## config.mk

```make
export PLATFORM = sky130hd
export DESIGN_NAME = amp_fault_manager
export DESIGN_NICKNAME = d
export VERILOG_FILES = /design/src/core/amp_fault_pkg.sv /design/src/core/dc_offset_detect.sv /design/src/core/amp_fault_manager.sv
export SDC_FILE = /design/constraint.sdc
export NUM_CORES = 1
export LEC_CHECK = 0
export BUFFER_PORTS_ARGS = -buffer_cell sky130_fd_sc_hd__buf_4
export CAP_MARGIN = 20
export CORE_AREA = 2 2 89 176
export DETAILED_ROUTE_END_ITERATION = 16
export DIE_AREA = 0 0 91 178
export PLACE_DENSITY = 0.66
export RECOVER_POWER = 25
export SKIP_CTS_REPAIR_TIMING = 1
export SYNTH_ARGS = -nofsm -noshare
export SYNTH_HDL_FRONTEND = slang
export SYNTH_HIERARCHICAL = 1
export SYNTH_SLANG_ARGS = --single-unit
```

## constraint.sdc

```tcl
create_clock -name ref_clk -period 4.95 [get_ports ref_clk]
set_input_delay 0.495 -clock ref_clk [delete_from_list [all_inputs] [get_ports ref_clk]]
set_output_delay 0.495 -clock ref_clk [all_outputs]
set_load 0.05 [all_outputs]
```

## src/core/amp_fault_pkg.sv

```systemverilog
// Purpose: Shared constants for the amplifier fault manager
// Assumes: 250 MHz ref_clk, AHB-Lite register access
// Notes:   Byte offsets, status bit positions, timing counts
package amp_fault_pkg;
    // Register byte offsets
    localparam logic [7:0] OFF_STATUS  = 8'h00;
    localparam logic [7:0] OFF_MASK    = 8'h04;
    localparam logic [7:0] OFF_CONTROL = 8'h08;
    localparam logic [7:0] OFF_LIVE    = 8'h0c;
    localparam logic [7:0] OFF_STATE   = 8'h10;
    // Error bit positions
    localparam int BIT_OV   = 0;
    localparam int BIT_UV   = 1;
    localparam int BIT_CLK  = 2;
    localparam int BIT_OC   = 3;
    localparam int BIT_DC   = 4;
    localparam int BIT_OT   = 5;
    localparam int NUM_ERR  = 6;
    // Control bits
    localparam int CTL_SHUTDOWN_N = 0;
    // Reset values
    localparam logic [5:0] MASK_RESET    = 6'h00;
    localparam logic       CONTROL_RESET = 1'b1;
    // Timing
    localparam int CLK_MHZ         = 250;
    localparam int DC_TIME_MS      = 420;
    localparam int DC_CYCLES       = DC_TIME_MS * 1000 * CLK_MHZ;
    localparam int DC_DUTY_PCT     = 60;
    localparam int FAULT_TIMEOUT_CYCLES = 1000;
    // Fault state machine
    typedef enum logic [2:0] {
        ST_RUN     = 3'b001,
        ST_LATCHED = 3'b010,
        ST_WAIT    = 3'b100
    } fault_state_t;
endpackage : amp_fault_pkg

```

## src/core/dc_offset_detect.sv

```systemverilog
// Purpose: Per-channel DC detect on output duty cycle
// Assumes: duty_beyond says duty beyond limit, polarity gives its sign
// Notes:   Counter restarts on polarity change
`timescale 1ns/1ps
`default_nettype none
module dc_offset_detect #(
    parameter int DC_CYCLES = amp_fault_pkg::DC_CYCLES
) (
    // Clock and reset
    input  wire logic ref_clk,
    input  wire logic reset_n,
    // Channel duty status
    input  wire logic duty_beyond,
    input  wire logic polarity,
    // Result
    output logic      dc_found
);
    logic [31:0] count;
    logic        last_pol;

    // Same polarity beyond the limit for longer than the window
    always_ff @(posedge ref_clk) begin
        if (!reset_n) begin
            count    <= 32'h0000_0000;
            last_pol <= 1'b0;
            dc_found <= 1'b0;
        end else begin
            last_pol <= polarity;
            if (!duty_beyond || polarity != last_pol) begin
                count    <= 32'h0000_0000;
                dc_found <= 1'b0;
            end else if (count > 32'(DC_CYCLES)) begin
                dc_found <= 1'b1;
            end else begin
                count <= count + 32'h0000_0001;
            end
        end
    end
endmodule : dc_offset_detect
`default_nettype wire

```

## src/core/amp_fault_manager.sv

```systemverilog
// Purpose: Fault handling for a stereo class-D amplifier
// Assumes: Detector inputs synchronous to ref_clk
// Notes:   AHB-Lite slave, zero wait states
// How it works
// - Every error sets its status bit; all but overvoltage and undervoltage pull fault low.
// - Overcurrent latches; playback stops until timeout and shutdown toggle.
// - DC offset latches; cleared only after timeout and shutdown toggle.
// - Overtemp latches; needs timeout, toggle and temperature below hysteresis.
// - Latching error still present at shutdown release re-enters fault.
// - Restart after latching error waits for toggle and timeout.
// - Non-latching errors recover alone with no toggle.
// - Only clock error among non-latching ones drives fault low.
// - Overvoltage flags non-latching, no fault output.
// - Undervoltage flags non-latching, no fault output.
// - Clock error on bad ratios, rates or stopped clocks.
// - Clock error clearing resumes playback and releases fault at once.
// - Latching fault output stays low until playback resumes.
// - Fault output is open-drain, low when asserted, else released.
// - DC error when duty beyond 60 percent, same polarity, over 420 ms.
// - Low shutdown input or bit shuts down; high releases.
`timescale 1ns/1ps
`default_nettype none
module amp_fault_manager #(
    parameter int DC_CYCLES     = amp_fault_pkg::DC_CYCLES,
    parameter int FAULT_TIMEOUT = amp_fault_pkg::FAULT_TIMEOUT_CYCLES
) (
    // Clock and reset
    input  wire logic        ref_clk,
    input  wire logic        reset_n,
    // AHB-Lite slave
    input  wire logic        hsel,
    input  wire logic [31:0] haddr,
    input  wire logic [1:0]  htrans,
    input  wire logic        hwrite,
    input  wire logic [2:0]  hsize,
    input  wire logic [31:0] hwdata,
    input  wire logic        hready,
    output logic [31:0]      hrdata,
    output logic             hreadyout,
    output logic             hresp,
    // Analog detector levels
    input  wire logic        supply_above_ov,
    input  wire logic        supply_below_uv,
    input  wire logic        current_over,
    input  wire logic        temp_over,
    input  wire logic        temp_above_hyst,
    // Clock monitor
    input  wire logic        ratio_bad,
    input  wire logic        rate_bad,
    input  wire logic        clock_stopped,
    // Output duty monitors
    input  wire logic        left_duty_beyond,
    input  wire logic        left_polarity,
    input  wire logic        right_duty_beyond,
    input  wire logic        right_polarity,
    // Shutdown pin
    input  wire logic        amp_shutdown_n,
    // Fault open-drain pin
    output logic             fault_out_n,
    output logic             fault_out_oe,
    // Playback gate and interrupt
    output logic             play_enable,
    output logic             irq
);
    ////////////////////////////////////////////////////////////////////////
    logic                        left_dc;
    logic                        right_dc;
    logic [amp_fault_pkg::NUM_ERR-1:0] err_now;
    logic [amp_fault_pkg::NUM_ERR-1:0] status;
    logic [amp_fault_pkg::NUM_ERR-1:0] mask;
    logic [amp_fault_pkg::NUM_ERR-1:0] w1c;
    logic                        shutdown_bit;
    logic                        shutdown_n;
    logic                        shutdown_n_q;
    logic                        toggled;
    logic                        latch_err;
    logic                        ot_still;
    logic                        over_temp_err;
    logic [31:0]                 timer;
    amp_fault_pkg::fault_state_t state;
    amp_fault_pkg::fault_state_t next_state;
    // Bus phase capture
    logic                        wr_pend;
    logic                        rd_pend;
    logic [7:0]                  addr_q;
    logic                        take;

    ////////////////////////////////////////////////////////////////////////
    // DC detectors per channel
    dc_offset_detect #(.DC_CYCLES(DC_CYCLES)) u_dc_left (
        .ref_clk     (ref_clk),
        .reset_n     (reset_n),
        .duty_beyond (left_duty_beyond),
        .polarity    (left_polarity),
        .dc_found    (left_dc)
    );
    dc_offset_detect #(.DC_CYCLES(DC_CYCLES)) u_dc_right (
        .ref_clk     (ref_clk),
        .reset_n     (reset_n),
        .duty_beyond (right_duty_beyond),
        .polarity    (right_polarity),
        .dc_found    (right_dc)
    );

    ////////////////////////////////////////////////////////////////////////
    // Live error conditions
    always_comb begin
        err_now = '0;
        err_now[amp_fault_pkg::BIT_OV]  = supply_above_ov;
        err_now[amp_fault_pkg::BIT_UV]  = supply_below_uv;
        err_now[amp_fault_pkg::BIT_CLK] = ratio_bad | rate_bad | clock_stopped;
        err_now[amp_fault_pkg::BIT_OC]  = current_over;
        err_now[amp_fault_pkg::BIT_DC]  = left_dc | right_dc;
        err_now[amp_fault_pkg::BIT_OT]  = over_temp_err;
    end

    // Overtemp stays asserted until die cools below hysteresis
    always_ff @(posedge ref_clk) begin
        if (!reset_n) begin
            ot_still <= 1'b0;
        end else if (temp_over) begin
            ot_still <= 1'b1;
        end else if (!temp_above_hyst) begin
            ot_still <= 1'b0;
        end
    end
    assign over_temp_err = temp_over | ot_still;

    assign latch_err = err_now[amp_fault_pkg::BIT_OC] | err_now[amp_fault_pkg::BIT_DC]
                     | err_now[amp_fault_pkg::BIT_OT];

    ////////////////////////////////////////////////////////////////////////
    // Shutdown from pin and bit, both honoured
    assign shutdown_n = amp_shutdown_n & shutdown_bit;

    always_ff @(posedge ref_clk) begin
        if (!reset_n) begin
            shutdown_n_q <= 1'b1;
        end else begin
            shutdown_n_q <= shutdown_n;
        end
    end

    // Toggle seen: shutdown went low while latched or waiting, held clear while in ST_RUN
    always_ff @(posedge ref_clk) begin
        if (!reset_n) begin
            toggled <= 1'b0;
        end else if (state == amp_fault_pkg::ST_RUN) begin
            toggled <= 1'b0;
        end else if (!shutdown_n) begin
            toggled <= 1'b1;
        end
    end

    ////////////////////////////////////////////////////////////////////////
    // Latching fault state machine
    always_comb begin
        next_state = state;
        case (state)
            amp_fault_pkg::ST_RUN: begin
                if (latch_err) begin
                    next_state = amp_fault_pkg::ST_LATCHED;
                end
            end
            amp_fault_pkg::ST_LATCHED: begin
                // Release of shutdown after toggle, then timeout gate
                if (toggled && shutdown_n && !shutdown_n_q) begin
                    next_state = amp_fault_pkg::ST_WAIT;
                end
            end
            amp_fault_pkg::ST_WAIT: begin
                if (latch_err) begin
                    next_state = amp_fault_pkg::ST_LATCHED;
                end else if (timer >= 32'(FAULT_TIMEOUT) && shutdown_n) begin
                    next_state = amp_fault_pkg::ST_RUN;
                end else if (!shutdown_n) begin
                    next_state = amp_fault_pkg::ST_LATCHED;
                end
            end
            default: begin
                next_state = amp_fault_pkg::ST_RUN;
            end
        endcase
    end

    always_ff @(posedge ref_clk) begin
        if (!reset_n) begin
            state <= amp_fault_pkg::ST_RUN;
        end else begin
            state <= next_state;
        end
    end

    // Timeout counter runs from fault entry, saturates at terminal count
    always_ff @(posedge ref_clk) begin
        if (!reset_n) begin
            timer <= 32'h0000_0000;
        end else if (state == amp_fault_pkg::ST_RUN) begin
            timer <= 32'h0000_0000;
        end else if (timer < 32'(FAULT_TIMEOUT)) begin
            timer <= timer + 32'h0000_0001;
        end
    end

    ////////////////////////////////////////////////////////////////////////
    // Playback gate and fault pin
    always_ff @(posedge ref_clk) begin
        if (!reset_n) begin
            play_enable <= 1'b0;
            fault_out_oe <= 1'b0;
        end else begin
            // Non-latching errors gate playback only while present
            play_enable <= shutdown_n && next_state == amp_fault_pkg::ST_RUN
                        && !(|err_now);
            // Pulled low for any state other than ST_RUN (latched or wait) or clock error only
            fault_out_oe <= next_state != amp_fault_pkg::ST_RUN
                         || err_now[amp_fault_pkg::BIT_CLK];
        end
    end
    // Open drain: drives only a low level
    assign fault_out_n = 1'b0;

    ////////////////////////////////////////////////////////////////////////
    // Sticky status, set beats write-one-to-clear
    always_ff @(posedge ref_clk) begin
        if (!reset_n) begin
            status <= '0;
        end else begin
            status <= (status & ~w1c) | err_now;
        end
    end
    assign irq = |(status & mask);

    ////////////////////////////////////////////////////////////////////////
    // AHB-Lite slave, zero wait states, always OKAY
    assign take      = hsel & hready & htrans[1];
    assign hreadyout = 1'b1;
    assign hresp     = 1'b0;

    always_ff @(posedge ref_clk) begin
        if (!reset_n) begin
            wr_pend <= 1'b0;
            rd_pend <= 1'b0;
            addr_q  <= 8'h00;
        end else begin
            wr_pend <= take & hwrite;
            rd_pend <= take & ~hwrite;
            addr_q  <= haddr[7:0];
        end
    end

    assign w1c = (wr_pend && addr_q == amp_fault_pkg::OFF_STATUS)
               ? hwdata[amp_fault_pkg::NUM_ERR-1:0] : '0;

    always_ff @(posedge ref_clk) begin
        if (!reset_n) begin
            mask         <= amp_fault_pkg::MASK_RESET;
            shutdown_bit <= amp_fault_pkg::CONTROL_RESET;
        end else if (wr_pend) begin
            if (addr_q == amp_fault_pkg::OFF_MASK) begin
                mask <= hwdata[amp_fault_pkg::NUM_ERR-1:0];
            end else if (addr_q == amp_fault_pkg::OFF_CONTROL) begin
                shutdown_bit <= hwdata[amp_fault_pkg::CTL_SHUTDOWN_N];
            end
        end
    end

    // Read data registered during address phase, valid in data phase
    always_ff @(posedge ref_clk) begin
        if (!reset_n) begin
            hrdata <= 32'h0000_0000;
        end else if (take && !hwrite) begin
            if (haddr[7:0] == amp_fault_pkg::OFF_STATUS) begin
                hrdata <= {26'h0, status};
            end else if (haddr[7:0] == amp_fault_pkg::OFF_MASK) begin
                hrdata <= {26'h0, mask};
            end else if (haddr[7:0] == amp_fault_pkg::OFF_CONTROL) begin
                hrdata <= {31'h0, shutdown_bit};
            end else if (haddr[7:0] == amp_fault_pkg::OFF_LIVE) begin
                hrdata <= {26'h0, err_now};
            end else if (haddr[7:0] == amp_fault_pkg::OFF_STATE) begin
                hrdata <= {27'h0, play_enable, toggled, state};
            end else begin
                hrdata <= 32'h0000_0000;
            end
        end
    end
endmodule : amp_fault_manager
`default_nettype wire

```

# Word level (Yosys, flattened, before mapping)
# Cells that the tools add are included.
# word_totals
in_bits,87
wordCells,94
register_bits,162
memories,0
rom_bits,0
latchBits,0
ramBits,0
out_inout_bits,38
# classes
n_addsub,3
shifts,0
n_reduce_logical,24
bitwise_logic,16
order_cmp,4
n_mul,0
n_eq_ne,14
mux,14
n_div,0
# ops
cell,count
32-bit by 1-bit adder with 32-bit output (second input constant),3
32-bit by 27-bit > comparator with 1-bit output (second input constant),2
32-bit by 10-bit greater-or-equal comparator with 1-bit output (second input constant),1
32-bit by 10-bit less-than comparator with 1-bit output (second input constant),1
6-bit 2-to-1 mux,5
8-bit by 4-bit == test with 1-bit output (second input constant),3
8-bit by 3-bit == test with 1-bit output (second input constant),2
8-bit logical NOT,2
3-bit 2-to-1 mux,5
6-bit AND,2
6-bit OR reduction,2
3-bit case mux with 3 select lines,1
8-bit by 5-bit == test with 1-bit output (second input constant),1
1-bit logical AND,7
3-bit by 1-bit == test with 1-bit output (second input constant),2
6-bit inverter,1
1-bit bitwise OR,6
6-bit bitwise OR,1
2-bit OR reduction,3
1-bit logical NOT,5
5-bit 2-to-1 mux,1
1-bit AND,4
3-bit by 2-bit == test with 1-bit output (second input constant),1
3-bit == test (second input constant),1
8 further kinds,13

# Logic depth before layout (Yosys ltp)
# logic_depth
depth_word,8
mapped_depth,11
ltp_nobuf,8

# Hierarchy
# The synthesis kept the hierarchy.
# modules_own_cells
mod,cells_per_inst,area_per_inst_um2,seq_area_each_um2,instances
dc_offset_detect,207,1676.6,680.7,2
amp_fault_manager,327,3203.1,1361.3,1

# Worst setup path after synthesis
# No wires, ideal clock.
# synth_timing
kind,reg2reg
startpoint,reg u_dc_left.count[27]
endpoint,reg u_dc_left.count[21]
t_arrival_ns,2.383
t_required_ns,4.879
setup_time_ns,0.071
path_stages_with_launch,10
synth_period_minus_slack_ns,2.453
setup_slack_ns,2.497
n_path_buf,2
cell_sequence,dfxtp_1 -> or4_4 -> nor2_2 -> nand4_1 -> or3_1 -> buf_2 -> and2_4 -> buf_6 -> or4_1 -> a21oi_1
# synth_between
elab_chain_len,1
# synth_rtl
item,line_no,text
start: declaration,dc_offset_detect.sv:18,logic [31:0] count;
start signal: assignment,dc_offset_detect.sv:35,count <= count + 32'h0000_0001;
32-bit by 27-bit > comparator with 1-bit output,dc_offset_detect.sv:32,end else if (count > 32'(DC_CYCLES)) begin
# No other way between the ends.
# A chain may end at the register's enable or synchronous reset.

# Worst setup path after layout
# layout_timing
startpoint,reg u_dc_right.count[27]
endpoint,reg u_dc_right.count[23]
# layout_between
elab_chain_len,1
# layout_rtl
item,line_no
start: declaration,dc_offset_detect.sv:18
start signal: assignment,dc_offset_detect.sv:35
32-bit by 27-bit > comparator with 1-bit output,dc_offset_detect.sv:32
# No other way between the ends.

==> impl_metrics.tcl <==
set metrics [dict create \
    min_period_ps 2740 \
    seqPwrFrac_pct 43.7 \
    synth.distinct_cells 62 \
    area_delta_synth_final_pct 12.6 \
    coreArea_um2 14800 \
    netlist_top_cells_area "dfxtp_1 (42%), a21oi_1 (4.2%), and3_1 (4.1%)" \
    status "complete, no violations" \
    switching_power_uw 607 \
    worst_path_max_delay_cell "or4_1" \
    netlist.area_leader.share_pct 41.5 \
    io_pins 125 \
    synth_edf_count 0 \
    yosys.area.top_type "dfxtp_1" \
    root_buffer "clkbuf_16" \
    hold_slack_ps 292 \
    crit_chain "or4_4 > nor2_2 > nand4_1 > or3_1 > and2_4 > or4_1 > a21oi_1" \
    antenna_found_initial 0 \
    hold_viol 0 \
    totalWireLength_um 15000 \
    p_per_area_nw_per_um2 348 \
    r2r.worst_path.cells 7 \
    grt_max_degree 67 \
    routed_via_density 5.65 \
    slew_headroom_pct 26.7 \
    fp.dieW_um 91 \
    insertion_delay_ps 420 \
    yosys_warnings 6 \
    fp-row-count 63 \
    finClkSkew_ps 16.8 \
    grt_pass1_vias 5383 \
    synthCells 741 \
    io_buffers 41 \
    n_antenna_cell 0 \
    crit_family "simple AND/OR/NAND/NOR gates" \
    start_kind "flip-flop" \
    grt.total_usage_pct 19.0 \
    grt_pass1_wl_um 24800 \
    peakVddDrop_mv 0.248 \
    cts_buffers 17 \
    vias 5515 \
    ys_ff_latch 136 \
    critical_path.max_stage_delay_ps 550 \
    first_pass_iters 5 \
    reg2reg_slack_ps 2210 \
    tightest_slew_ps 1090 \
    r2r_start "u_dc_right/count[27]$_SDFFE_PP0P_" \
    final-setup-viol-count 0 \
    final_layout_size_suffix_gt1_share_pct 11.5 \
    worstHoldStart "left_polarity" \
    finalCritPeriodShare_pct 55.4 \
    place.gp.congestion 0.883 \
    worst-path-buf-inv 0 \
    power_switching_share_pct 23.6 \
    cp-startpoint "u_dc_right/count[27]$_SDFFE_PP0P_" \
    drtIter0Drc 270 \
    async_flop_share_pct 0 \
    layout_commonest_cell "dfxtp_1" \
    p_leak_uw 0.00275 \
    reg2reg_to "u_dc_right/count[23]$_SDFFE_PP0P_" \
    cts.sinks 136 \
    die_y_um 178 \
    clockBufferDepth 2 \
    criticalPathCategory "reg -> reg" \
    cap_violations 0 \
    path_clk_slew_ps 60 \
    clock.fmax_ghz 0.364 \
    cp.required_ps 5260 \
    final_nets 862 \
    combPwrFrac_pct 6.6 \
    avgSynthCellArea_um2 8.85 \
    crit_end "u_dc_right/count[23]$_SDFFE_PP0P_" \
    final.setup.tns_ps 0 \
    initial_core_util_pct 44.2 \
    crit_cells 7 \
    worst-path-max-fanout 48 \
    cts_tree "yes" \
    rsz0062_at_grt "false" \
    arrival_ps 3060 \
    postRouteAntennaNets 0 \
    die_area_um2 16200 \
    layout_common_cells "dfxtp_1 (136), nand2_1 (69), a21oi_1 (55)" \
    drc_errors 0 \
    avgRoutedWirePerCell_um 15.4 \
    seq_area_frac_synth_pct 41.5 \
    p_int_uw 1970 \
    synth_area_um2 6560 \
    grt-ovfl-total 0 \
    hold_path.class "in -> reg" \
    cp-end-kind "flip-flop" \
    hpwl_um 10700 \
    cts-htree-levels 4 \
    synth_ff_type "dfxtp_1" \
    slew_violations 0 \
    clockPowerShare_pct 49.7 \
]
## worst reg2reg max path: stages (launching register included)
cell and delay, ps:
dfxtp_1 310, or4_4 520, nor2_2 150, nand4_1 140
or3_1 480, and2_4 340, or4_1 550, a21oi_1 150
## area by class of cell
cell class | instances | area [um^2]
flip-flops and latches | 136 | 2720
multi-input cells | 558 | 3480
well taps | 195 | 244
fillers | 1435 | 7430
repair buffers | 43 | 290
inverters | 13 | 48.8
clock inverters | 11 | 149
clock buffers | 20 | 447
## kinds of logic after synthesis
kind of cell | Yosys count | share of synthesized area [%]
xor+xnor | 8 | 1.07
mux | 24 | 3.68
buf+inv | 74 | 6.70
compound gates | 151 | 14.4
flops | 136 | 41.5
simple gates | 340 | 31.4
fa+ha+maj | 6 | 1.15
other cells | 2 | 0.115
## registers in the layout, summed over array words and instances, names as in the netlist
register,cells
ot_still,1
shutdown_n_q,1
toggled,1
addr_q,8
wr_pend,1
u_dc_right/count,32
u_dc_right/dc_found,1
u_dc_left/dc_found,1
mask,6
u_dc_right/last_pol,1
shutdown_bit,1
timer,32
u_dc_left/count,32
state,3
hrdata,6
status,6
u_dc_left/last_pol,1
play_enable,1
fault_out_oe,1
## metal layers
layer	vias up	track usage [%]	wire length, um
met2	135	35.4	8190
met5	-	0	0
li1	2707	-	-
met1	2630	19.1	5730
met3	43	3.76	517
met4	0	11.9	608
## how the worst min path moves through the flow
stage	end	slack, ps	cells after the start
finish	u_dc_left/last_pol$_SDFF_PN0_	290	2
global route	addr_q[5]$_SDFF_PN0_	280	2
CTS	u_dc_left/last_pol$_SDFF_PN0_	280	2
detailed placement	timer[9]$_SDFFE_PP0N_	470	1
global placement	timer[8]$_SDFFE_PP0N_	460	2
floorplan	timer[9]$_SDFFE_PP0N_	440	1
## power groups by stage
stage,logic [uW],clock network [uW],registers [uW]
floorplan,143,0,1150
global placement,168,0,1150
detailed placement,172,0,1150
CTS,173,1300,1120
global route,184,1360,1130
finish,171,1280,1120
## Yosys cell counts (7+ instances only)
master / count
or4_1: 16
inv_1: 13
xnor2_1: 8
nor2_1: 37
o21ai_0: 33
nor4_1: 13
nand4_1: 22
and2_1: 21
and3_1: 43
clkbuf_1: 20
dfxtp_1: 136
nor2b_1: 7
mux2i_1: 23
nand2_1: 69
or2b_1: 7
nand3_1: 22
a21oi_1: 55
a21boi_0: 8
buf_4: 29
or3_1: 24
nor3_1: 11
o21a_1: 7
o31ai_1: 14
## metrics by stage
stage	setup slack (ps)	power, uW	std cells	area [um^2]	utilization (%)
floorplan	2500	1290	768	6660	-
global placement	2260	1320	943	6820	46.0
detailed placement	2210	1320	944	6830	46.1
CTS	2190	2600	975	7420	50.1
global route	2060	2660	976	7380	49.8
finish	2210	2570	976	7380	49.8
Note: power is estimated with default switching activity, not from simulation.
